<file path="config.mk">
export PLATFORM = sky130hd
export DESIGN_NAME = gated_16bit_timer_counter
export DESIGN_NICKNAME = d
export VERILOG_FILES = /design/src/timer_pkg.sv /design/src/gated_16bit_timer_counter.sv
export SDC_FILE = /design/constraint.sdc
export NUM_CORES = 1
export LEC_CHECK = 0
export BUFFER_PORTS_ARGS = -buffer_cell sky130_fd_sc_hd__buf_2
export CAP_MARGIN = 20
export CORE_ASPECT_RATIO = 1.4
export CORE_MARGIN = 4
export CORE_UTILIZATION = 30
export CTS_CLUSTER_DIAMETER = 80
export DETAILED_ROUTE_END_ITERATION = 8
export PLACE_DENSITY = 0.5
export SYNTH_ARGS = -nofsm -noshare
export SYNTH_HDL_FRONTEND = slang
export SYNTH_SLANG_ARGS = --single-unit
</file>
<file path="constraint.sdc">
create_clock -name pclk -period 4.3 [get_ports pclk]
set_clock_uncertainty 0.2 [all_clocks]
set_input_delay 0.215 -clock pclk [delete_from_list [all_inputs] [get_ports pclk]]
set_output_delay 0.215 -clock pclk [all_outputs]
set_load 0.05 [all_outputs]
</file>
<file path="src/timer_pkg.sv">
// Constants, field layout and carrier type of the gated 16-bit timer/counter
package timer_pkg;
	// ----------------------------------------------------------------
	// Register offsets (byte addresses)
	// ----------------------------------------------------------------
	localparam logic [7:0] OFF_CTRL = 8'h00;
	localparam logic [7:0] OFF_GATE = 8'h04;
	localparam logic [7:0] OFF_CLKSEL = 8'h08;
	localparam logic [7:0] OFF_COUNT_LOW = 8'h0c;
	localparam logic [7:0] OFF_COUNT_HIGH = 8'h10;
	localparam logic [7:0] OFF_STATUS = 8'h14;
	localparam logic [7:0] OFF_OSC = 8'h18;
	// ----------------------------------------------------------------
	// Field positions
	// ----------------------------------------------------------------
	localparam int CTRL_RUN = 0;
	localparam int CTRL_WIDE = 1;
	localparam int CTRL_BYPASS = 2;
	localparam int CTRL_PS_LO = 4;
	localparam int GATE_POL = 6;
	localparam int GATE_ON = 7;
	localparam int STAT_FLAG = 0;
	localparam int STAT_OSC_OK = 1;
	localparam int OSC_ON = 0;
	// ----------------------------------------------------------------
	// Clock source codes
	// ----------------------------------------------------------------
	localparam logic [4:0] CS_PIN = 5'h00;
	localparam logic [4:0] CS_FOSC4 = 5'h01;
	localparam logic [4:0] CS_FOSC = 5'h02;
	localparam logic [4:0] CS_FAST = 5'h03;
	localparam logic [4:0] CS_SLOW = 5'h04;
	localparam logic [4:0] CS_MID = 5'h05;
	localparam logic [4:0] CS_LFOSC = 5'h06;
	localparam logic [4:0] CS_REF = 5'h07;
	localparam logic [4:0] CS_T0OVF = 5'h08;
	localparam logic [1:0] CS_CELL_TOP = 2'h2;
	// ----------------------------------------------------------------
	// Timing and reset values
	// ----------------------------------------------------------------
	localparam logic [1:0] INSTR_DIV_LAST = 2'h3;
	localparam logic [15:0] COUNT_MAX = 16'hffff;
	localparam logic [15:0] COUNT_RST = 16'h0000;
	// ----------------------------------------------------------------
	// Configuration carrier
	// ----------------------------------------------------------------
	typedef struct packed {
		logic run;
		logic wide;
		logic bypass;
		logic [1:0] ps;
		logic gating;
		logic pol;
		logic [4:0] cs;
		logic osc_on;
	} cfg_s;
	localparam cfg_s CFG_RST = '0;
endpackage

</file>
<file path="src/gated_16bit_timer_counter.sv">
// Gated 16-bit timer/counter with prescaler, wide access buffer and APB slave
`timescale 1ns/1ns
`default_nettype none
module gated_16bit_timer_counter (
	// Clock and reset
	input wire logic pclk,
	input wire logic presetn,
	// APB slave
	input wire logic psel,
	input wire logic penable,
	input wire logic pwrite,
	input wire logic [7:0] paddr,
	input wire logic [31:0] pwdata,
	output var logic [31:0] prdata,
	output logic pready,
	output logic pslverr,
	// Count sources
	input wire logic ext_count_input,
	input wire logic fast_internal_osc,
	input wire logic slow_internal_osc,
	input wire logic mid_internal_osc,
	input wire logic secondary_low_freq_osc,
	input wire logic reference_clock_out,
	input wire logic timer0_overflow,
	input wire logic [7:0] logic_cell_output,
	// Gate, power state and oscillator status
	input wire logic gate_signal,
	input wire logic sleep_mode,
	input wire logic low_freq_osc_stable,
	// Status outputs
	output var logic low_freq_osc_on,
	output var logic rollover_flag,
	output var logic [15:0] count_value
);
	// ----------------------------------------------------------------
	// State
	// ----------------------------------------------------------------
	timer_pkg::cfg_s cfg_ff, nxt_cfg;
	logic [15:0] count_ff, nxt_count;
	logic [7:0] hbuf_ff, nxt_hbuf;
	logic [2:0] ps_cnt_ff, nxt_ps_cnt;
	logic [1:0] div_ff, nxt_div;
	logic flag_ff, nxt_flag;
	logic armed_ff, nxt_armed;
	logic sync1_ff, sync2_ff, raw_ff, prev_ff;
	logic nxt_sync2;
	logic [31:0] rdata_ff, nxt_rdata;
	logic src, valid_src, internal_tick, lvl, rise, count_en, tick_in, tick_out;
	logic [2:0] ps_last;
	logic setup, wr, rd_setup, hit, wr_low, wr_high, cnt_wr, flag_clr;

	// ----------------------------------------------------------------
	// APB decode
	// ----------------------------------------------------------------
	// Zero-wait slave; unmapped addresses answer with an error
	assign setup = psel & ~penable;
	assign wr = psel & penable & pwrite;
	assign rd_setup = setup & ~pwrite;
	assign hit = (paddr == timer_pkg::OFF_CTRL) | (paddr == timer_pkg::OFF_GATE) |
		(paddr == timer_pkg::OFF_CLKSEL) | (paddr == timer_pkg::OFF_COUNT_LOW) |
		(paddr == timer_pkg::OFF_COUNT_HIGH) | (paddr == timer_pkg::OFF_STATUS) |
		(paddr == timer_pkg::OFF_OSC);
	assign pready = 1'b1;
	assign pslverr = psel & penable & ~hit;
	assign wr_low = wr & (paddr == timer_pkg::OFF_COUNT_LOW);
	assign wr_high = wr & (paddr == timer_pkg::OFF_COUNT_HIGH);
	assign cnt_wr = wr_low | wr_high;
	assign flag_clr = wr & (paddr == timer_pkg::OFF_STATUS) & pwdata[timer_pkg::STAT_FLAG];

	// ----------------------------------------------------------------
	// Source selection
	// ----------------------------------------------------------------
	// Pick the level of the selected source and the internal tick
	always_comb begin
		src = 1'b0;
		valid_src = 1'b1;
		internal_tick = 1'b0;
		case (cfg_ff.cs)
			timer_pkg::CS_PIN: src = ext_count_input;
			timer_pkg::CS_FOSC4: internal_tick = ~sleep_mode & (div_ff == timer_pkg::INSTR_DIV_LAST);
			timer_pkg::CS_FOSC: internal_tick = ~sleep_mode;
			timer_pkg::CS_FAST: src = fast_internal_osc;
			timer_pkg::CS_SLOW: src = slow_internal_osc;
			timer_pkg::CS_MID: src = mid_internal_osc;
			timer_pkg::CS_LFOSC: src = secondary_low_freq_osc & cfg_ff.osc_on;
			timer_pkg::CS_REF: src = reference_clock_out;
			timer_pkg::CS_T0OVF: src = timer0_overflow;
			default: begin
				if (cfg_ff.cs[4:3] == timer_pkg::CS_CELL_TOP) begin
					src = logic_cell_output[cfg_ff.cs[2:0]];
				end else begin
					valid_src = 1'b0;
				end
			end
		endcase
	end

	// ----------------------------------------------------------------
	// Edge path
	// ----------------------------------------------------------------
	// Synchronised level freezes in sleep; bypassed level keeps going
	assign nxt_sync2 = (sleep_mode & ~cfg_ff.bypass) ? sync2_ff : sync1_ff;
	assign lvl = cfg_ff.bypass ? raw_ff : sync2_ff;
	assign rise = lvl & ~prev_ff;
	// Run, gate and polarity decide whether ticks reach the prescaler
	assign count_en = cfg_ff.run & (~cfg_ff.gating | (gate_signal == cfg_ff.pol));
	assign tick_in = count_en & valid_src & (internal_tick |
		(~internal_tick & cfg_ff.cs != timer_pkg::CS_FOSC4 & rise & ~armed_ff));
	// A count left above a new, smaller limit ends its period at once instead of wrapping
	assign ps_last = 3'((4'h1 << cfg_ff.ps) - 4'h1);
	assign tick_out = tick_in & (ps_cnt_ff >= ps_last);

	// ----------------------------------------------------------------
	// Next-state logic
	// ----------------------------------------------------------------
	// Register file, prescaler, counter, flag and arm state
	always_comb begin
		nxt_cfg = cfg_ff;
		nxt_count = count_ff;
		nxt_hbuf = hbuf_ff;
		nxt_ps_cnt = ps_cnt_ff;
		nxt_div = div_ff + 2'd1;
		nxt_flag = flag_ff;
		nxt_armed = armed_ff;
		nxt_rdata = rdata_ff;
		if (!lvl) begin
			nxt_armed = 1'b0;
		end
		if (!cfg_ff.run || cnt_wr) begin
			nxt_armed = 1'b1;
		end
		if (tick_in) begin
			nxt_ps_cnt = tick_out ? 3'h0 : ps_cnt_ff + 3'h1;
		end
		if (tick_out) begin
			nxt_count = count_ff + 16'h0001;
		end
		if (flag_clr) begin
			nxt_flag = 1'b0;
		end
		if (tick_out && count_ff == timer_pkg::COUNT_MAX) begin
			nxt_flag = 1'b1;
		end
		// Reads are captured whole in the setup cycle
		if (rd_setup) begin
			case (paddr)
				timer_pkg::OFF_CTRL: nxt_rdata = 32'({cfg_ff.ps, 1'b0, cfg_ff.bypass,
					cfg_ff.wide, cfg_ff.run});
				timer_pkg::OFF_GATE: nxt_rdata = 32'({cfg_ff.gating, cfg_ff.pol, 6'h00});
				timer_pkg::OFF_CLKSEL: nxt_rdata = 32'(cfg_ff.cs);
				timer_pkg::OFF_COUNT_LOW: begin
					nxt_rdata = 32'(count_ff[7:0]);
					if (cfg_ff.wide) begin
						nxt_hbuf = count_ff[15:8];
					end
				end
				timer_pkg::OFF_COUNT_HIGH: nxt_rdata = 32'(cfg_ff.wide ? hbuf_ff : count_ff[15:8]);
				timer_pkg::OFF_STATUS: nxt_rdata = 32'({low_freq_osc_stable, flag_ff});
				timer_pkg::OFF_OSC: nxt_rdata = 32'(cfg_ff.osc_on);
				default: nxt_rdata = 32'h0000_0000;
			endcase
		end
		// Writes take effect at the access edge and win over counting, save a flag clear, which a rollover in the same cycle overrides
		if (wr) begin
			case (paddr)
				timer_pkg::OFF_CTRL: begin
					nxt_cfg.run = pwdata[timer_pkg::CTRL_RUN];
					nxt_cfg.wide = pwdata[timer_pkg::CTRL_WIDE];
					nxt_cfg.bypass = pwdata[timer_pkg::CTRL_BYPASS];
					nxt_cfg.ps = pwdata[timer_pkg::CTRL_PS_LO +: 2];
				end
				timer_pkg::OFF_GATE: begin
					nxt_cfg.pol = pwdata[timer_pkg::GATE_POL];
					nxt_cfg.gating = pwdata[timer_pkg::GATE_ON];
				end
				timer_pkg::OFF_CLKSEL: nxt_cfg.cs = pwdata[4:0];
				timer_pkg::OFF_COUNT_LOW: begin
					nxt_ps_cnt = 3'h0;
					if (cfg_ff.wide) begin
						nxt_count = {hbuf_ff, pwdata[7:0]};
						nxt_hbuf = count_ff[15:8];
					end else begin
						nxt_count = {count_ff[15:8], pwdata[7:0]};
					end
				end
				timer_pkg::OFF_COUNT_HIGH: begin
					if (cfg_ff.wide) begin
						nxt_hbuf = pwdata[7:0];
					end else begin
						nxt_count = {pwdata[7:0], count_ff[7:0]};
						nxt_ps_cnt = 3'h0;
					end
				end
				timer_pkg::OFF_OSC: nxt_cfg.osc_on = pwdata[timer_pkg::OSC_ON];
				default: nxt_cfg = cfg_ff;
			endcase
		end
	end

	// ----------------------------------------------------------------
	// Registers
	// ----------------------------------------------------------------
	// Single clocked process; asynchronous reset to constants
	always_ff @(posedge pclk or negedge presetn) begin
		if (!presetn) begin
			cfg_ff <= timer_pkg::CFG_RST;
			count_ff <= timer_pkg::COUNT_RST;
			hbuf_ff <= 8'h00;
			ps_cnt_ff <= 3'h0;
			div_ff <= 2'h0;
			flag_ff <= 1'b0;
			armed_ff <= 1'b1;
			sync1_ff <= 1'b0;
			sync2_ff <= 1'b0;
			raw_ff <= 1'b0;
			prev_ff <= 1'b0;
			rdata_ff <= 32'h0000_0000;
		end else begin
			cfg_ff <= nxt_cfg;
			count_ff <= nxt_count;
			hbuf_ff <= nxt_hbuf;
			ps_cnt_ff <= nxt_ps_cnt;
			div_ff <= nxt_div;
			flag_ff <= nxt_flag;
			armed_ff <= nxt_armed;
			sync1_ff <= src;
			sync2_ff <= nxt_sync2;
			raw_ff <= src;
			prev_ff <= lvl;
			rdata_ff <= nxt_rdata;
		end
	end

	// Outputs straight from flip-flops
	assign prdata = rdata_ff;
	assign rollover_flag = flag_ff;
	assign low_freq_osc_on = cfg_ff.osc_on;
	assign count_value = count_ff;
endmodule
`default_nettype wire

</file>
==> results of run 1 <==
-- cell type report --
type,count,area [um^2]
multi-input combinational,339,2230
clock buffer,5,125
sequential,55,1380
timing repair buffer,76,415
tap,150,188
clock inverter,3,28.8
fill,1288,8040
inverter,8,30.0
-- layout by cell type (no fill, tap or decap), types with 4 or more instances in the layout --
master	synthesis	routed
buf_2	7	65
dfrtp_1	54	54
nand2_1	39	39
nor2_1	30	30
a21oi_1	30	30
o21ai_0	28	28
conb_1	2	25
mux2_2	20	20
nand3_1	14	14
mux2i_1	12	12
nor3_1	11	11
a221oi_1	8	8
buf_4	25	8
and2_1	7	7
inv_1	7	7
a22oi_1	7	7
o22ai_1	7	7
o211ai_1	7	7
ha_1	6	6
nand2b_1	5	5
and3_1	5	5
a31oi_1	5	5
a32oi_1	5	5
clkbuf_16	0	5
nor4_1	4	4
nand3b_1	4	4
nand4_1	4	4
-- metrics by stage --
step	worst slack [ns]	hold slack, ns	area (um^2)	util
final	1.21	0.0307	4400	0.354
after global routing	1.07	0.0305	4400	0.354
after CTS	1.21	0.0274	4400	0.354
after detailed placement	1.23	0.225	4210	0.339
after global placement	1.27	0.213	4210	0.339
after floorplan	1.47	-0.281	3930	-
-- where the power goes --
part           switching [W]  internal (W)  total [W]
sequential         0.0000197      0.000537   0.000557
combinational       0.000176     0.0000554   0.000231
clock               0.000226      0.000226   0.000452
total               0.000422      0.000818    0.00124
-- registers in the layout, summed over array words and instances, names as in the netlist --
name,count
count_value,16
cfg_ff,12
hbuf_ff,8
prdata,8
ps_cnt_ff,3
div_ff,2
armed_ff,1
low_freq_osc_on,1
prev_ff,1
raw_ff,1
rollover_flag,1
sync2_ff,1
-- worst reg2reg max path: cells and delay by family, from the launching register on --
family,cells,cell delay (ns)
AOI/OAI and AO/OA,3,0.93
DFF,1,0.44
xor gates and xnor gates,1,0.11
and+or+nand+nor,3,1.27
-- cell families after synthesis --
kind of cell	Yosys count
multiplexers	36
other	2
AO/OA/AOI/OAI	121
XOR/XNOR	4
flip-flops	55
AND/OR/NAND/NOR	147
adder cells (fa/ha/maj)	6
buffers and inverters	58
-- per-layer routing --
metal	up-vias	wire, um
met5	-	0
met4	0	398
met3	22	660
met2	161	6560
met1	1780	5040
li1	1662	-
-- worst paths after layout --
kind | from | endpoint | slack (ns) | cells after the start
min in group asynchronous | presetn | hbuf_ff[6] | 0.39 | 3
worst max-delay path | cfg_ff[3] | count_value[12] | 1.21 | 7
max in group asynchronous | presetn | count_value[5] | 3.01 | 3
worst max register to register | cfg_ff[3] | count_value[12] | 1.21 | 7
worst min-delay path | pwdata[3] | count_value[3] | 0.03 | 3
worst min register to register | div_ff[0] | div_ff[0] | 0.23 | 1
-- what timing repair did --
item	4_1_cts	5_1_grt
hold buffers	3	0
hold endpoints to repair	56	0
gates resized for setup	0	0
==> reports/results.ini, run 1 <==
[setup_path]
critPathMaxStageDelay_ns=0.56
arrival_ns=3.07
end_kind=flop
cpMaxStageDelayCell=a221o_1
worst_setup_path_start_kind=flop
crit_required_ns=4.27
path_max_fanout=11
crit_family=simple AND/OR/NAND/NOR gates
crit_type=flop to flop
cp_cell_sequence=or3_1 -> a211o_1 -> a221o_1 -> nor3b_4 -> and4_4 -> xnor2_1 -> o2111ai_1
worst-path-buf-inv=0

[grt]
grt_pass1_wl_um=20000
busiest_layer=met2
antenna_found_initial=0
grt_max_degree=56
grt_pass1_vias=3518
grtUsageTotal=0.170
grt_use_met3=0.0218
use_met1=0.201
overflow=0
grt_use_met2=0.312

[finish]
syn2layout_area_growth_pct=14.3
fin_nets=554
drive_gt1_frac=0.245
final_cells=636
antenna_cells=0

[placed_design]
hpwl_um=9400
dp_cells=625
routabilityCongestion=0.873
port_buffers=65

[job]
drv_cap=0

[logic_synthesis]
synthAdderAreaFrac=0.0195
synth_edf_count=0
synthMuxAreaShare=0.114
synth_compound_area_frac=0.205
ys.flop_type=dfrtp_1
ys_top_cells_by_area=dfrtp_1, mux2_2, buf_4, a21oi_1, nand2_1
post-synth-top-count-cell=dfrtp_1
ys_seq_elements=55
yosys.area_share.simple=0.207
avgSynthCellArea_um2=8.97
netlist.area_leader.share=0.351
synth_warnings=0
synth_xor_area_frac=0.00911
synth_top_area_cell=dfrtp_1
ys_async_sr_fraction=1.00
syn_area_mm2=0.00385
netlist-cell-type-count=66
synth_top_family_by_area=simple AND/OR/NAND/NOR gates
netlist_instances=429
yosysSeqAreaShare=0.358
yosys-top-cells-count=dfrtp_1, nand2_1, a21oi_1, nor2_1, o21ai_0

[sta]
fmax_ghz=0.323
worstMarginPinSlew_ns=1.03
setup_viol=0
tns_ns=0
min_period_ns=3.09
slew_violations=0
min_period_over_period=0.720
relSlewSlack=0.305
finalHoldViolCount=0
rsz0062_at_grt=no

[detailed_routing]
vias=3625
drt_iter0_markers=300
drc=0
wl_per_cell_um=19.9
route.antenna.remaining_nets=0
drt-vias-per-instance=5.70
wl_um=12700
first_pass_iters=5

[clock_tree]
htreeDepth=2
ctsRootBufferMaster=clkbuf_16
cts_setup_buffers=0
max-clock-path-buffers=2
cts_sinks=55
clk_transition_reported_paths_ns=0.08
tritoncts=built
numCtsBuffers=5
clk_latency_ns=0.31

[worst_hold_path]
hold_path_class=primary input to flop

[floorplanning]
fp.dieArea_mm2=0.0147
core-area_mm2=0.0124
start_util=0.309
die_h_um=142
num_rows=48
io_pins=115
fp.dieW_um=104

[power]
powerDensity_mw_per_mm2=282
peakVddDrop_uv=136
power_w=0.00124
cellLeakagePower_nw=1.89

[outcome]
status=complete, no violations

No activity file was read; power rests on OpenSTA's default activity.
==> run 2: changes to the inputs <==
Settings changed: ABC_AREA set to 1.
Clock period 4.3 ns to 3 ns, I/O delays scaled along.
==> run 2 against run 1 <==
  * Via count is 22% higher
  * Cell area is 11% higher
  * Cell count up 40%
  * Synthesized area increased by 10%
  * Synthesized cell count up 48%
  * Worst hold slack got worse by 0.025 ns
  * Power increased by 36%
  * Combinational power up 29%
  * First-iteration DRC count increased by 5.0%
  * Sequential cell count did not move
  * Routed wire length is 14% higher
  * Utilization fell by 0.072 points
  * Largest cell class unchanged
  * Largest power group unchanged
  * Highest routed layer unchanged
==> reports/results.ini, run 2 <==
[outcome]
status=complete, no violations

[floorplanning]
io_pins=115
start_util=0.306
core-area_mm2=0.0138
fp.dieW_um=108
die_h_um=149
num_rows=51
fp.dieArea_mm2=0.0161

[setup_path]
ff2ff_setup_slack_ns=0.81
r2r_cells=12
worstReg2RegEnd=count_value[8]
crit_family=buffers and inverters
cpMaxStageDelayCell=dlygate4sd3_1
path_max_fanout=12
worst_setup_path_start_kind=primary input
crit_required_ns=2.98
worst-path-buf-inv=4
crit_type=primary input to flop
r2r_start=cfg_ff[9]
critPathMaxStageDelay_ns=0.54
cp_cell_sequence=dlygate4sd3_1 -> buf_2 -> nor3_4 -> inv_1 -> nor2_1 -> buf_4 -> mux2_2 -> nand2_1 -> o21ai_0
end_kind=flop
arrival_ns=2.45

[job]
drv_cap=0

[power]
cellLeakagePower_nw=2.59
peakVddDrop_uv=205
powerDensity_mw_per_mm2=346

[clock_tree]
clk_latency_ns=0.30
htreeDepth=2
cts_sinks=55
clk_transition_reported_paths_ns=0.07
max-clock-path-buffers=2
post_cts_resized=0
tritoncts=built
numCtsBuffers=5
ctsRootBufferMaster=clkbuf_16

[logic_synthesis]
netlist-cell-type-count=48
netlist.area_leader.share=0.319
synth_top_area_cell=dfrtp_1
avgSynthCellArea_um2=6.67
yosys-top-cells-count=nand2_1, nor2_1, inv_1, dfrtp_1, o21ai_0
ys_seq_elements=55
ys.flop_type=dfrtp_1
netlist_instances=634
synth_warnings=0
post-synth-top-count-cell=nand2_1
ys_top_cells_by_area=dfrtp_1, nand2_1, nor2_1, inv_1, o21ai_0
ys_async_sr_fraction=1.00
synth_edf_count=0
syn_area_mm2=0.00423
yosysSeqAreaShare=0.326

[detailed_routing]
first_pass_iters=6
met1_length_um=5540
drt_iter0_markers=315
drc=0
met2WireLength_um=7530
wl_um=14400
wl_met3_um=653
vias=4418
drt-vias-per-instance=4.96
route.antenna.remaining_nets=0
top_layer_used=met4
wl_per_cell_um=16.2

[placed_design]
routabilityCongestion=0.880
port_buffers=65
hpwl_um=11100
dp_cells=874
dpl_worst_slack_ns=0.780

[sta]
hold_slack_ns=0.00581
setup_viol=0
min_period_over_period=0.824
setup_slack_ns=0.528
relSlewSlack=0.449
slew_violations=0
finalHoldViolCount=0
min_period_ns=2.47
rsz0062_at_grt=no
worstMarginPinSlew_ns=0.826
fmax_ghz=0.405
tns_ns=0

[finish]
final_cells=890
final_cell_mix=nand2_1, nor2_1, inv_1
final_common_cell=nand2_1
syn2layout_area_growth_pct=15.5
largest_register_ffs=16
fin_nets=773
antenna_cells=0
drive_gt1_frac=0.155

[worst_hold_path]
hold_path_depth=4
hold_path_class=primary input to flop
min_to=prdata[7]
holdCritStartpoint=penable

[grt]
grt_max_degree=33
grt_pass1_wl_um=22500
antenna_found_initial=0
grtUsageTotal=0.181
grt_pass1_vias=4279
overflow=0

[run 2: changes by cell type after synthesis, sizes merged, moves of 6 or more]
cell,before,now
nand2,39,184
inv,7,74
mux2i,12,0
nor3,14,8
mux2,20,1
nor2,31,73
clkbuf,16,7
and2,7,1
o21ai,29,54
nand3,14,44
a221oi,8,1
[run 2: final cells by class]
cell class,count,area (um^2)
Sequential cell,55,1380
Tap cell,185,231
Clock inverter,2,12.5
Multi-Input combinational cell,483,2370
Fill cell,1518,8960
Inverter,76,285
Clock buffer,6,129
Timing Repair Buffer,83,480
[run 2: per-layer routing]
layer  vias up  global-route usage
met5         -                   0
met4         0              0.0960
met3        40              0.0221
met2       160               0.325
met1      2072               0.206
li1       2146                   -
[run 2: power breakdown]
group	internal, W	total, W	switching [W]
Combinational	0.0000705	0.000298	0.000227
Clock	0.000310	0.000604	0.000294
Sequential	0.000762	0.000791	0.0000289
[run 2: worst max-delay path by stage]
stage	endpoint	cells past startpoint	slack, ns	start
CTS	hbuf_ff[7]	9	0.54	pwrite
global route	hbuf_ff[7]	9	0.36	pwrite
floorplan	count_value[12]	12	0.71	count_value[0]
detailed placement	hbuf_ff[7]	8	0.78	pwrite
global placement	hbuf_ff[7]	8	0.79	pwrite
finish	hbuf_ff[7]	9	0.53	pwrite
[run 2: metrics by stage]
step	area, um^2	utilization	total power, W
2_1_floorplan	4320	-	0.00102
3_3_place_gp	4670	0.337	0.00109
3_5_place_dp	4670	0.337	0.00110
4_1_cts	4890	0.353	0.00171
5_1_grt	4890	0.353	0.00176
6_report	4890	0.353	0.00169
[run 2: tightest hold or removal path, cell delays in order]
cell and delay, ns:
buf_2 0.12, nor3_4 0.08, nand2_1 0.07, nand2_1 0.05
[run 2: logic make-up (layout without fill, tap and decap cells)]
family	count (synthesis)	count (layout)	share of synthesized area
xor gates and xnor gates	10	10	0.0225
adders and majority gates	6	6	0.0177
AOI/OAI and AO/OA	117	117	0.158
muxes	1	1	0.00266
DFF	55	55	0.326
other	2	25	0.00177
buffers and inverters	119	167	0.135
and+or+nand+nor	324	324	0.337
[run 2: timing repair]
action,CTS,global route
hold buffers,8,0
setup buffers,0,0
endpoints found under the hold margin,37,0
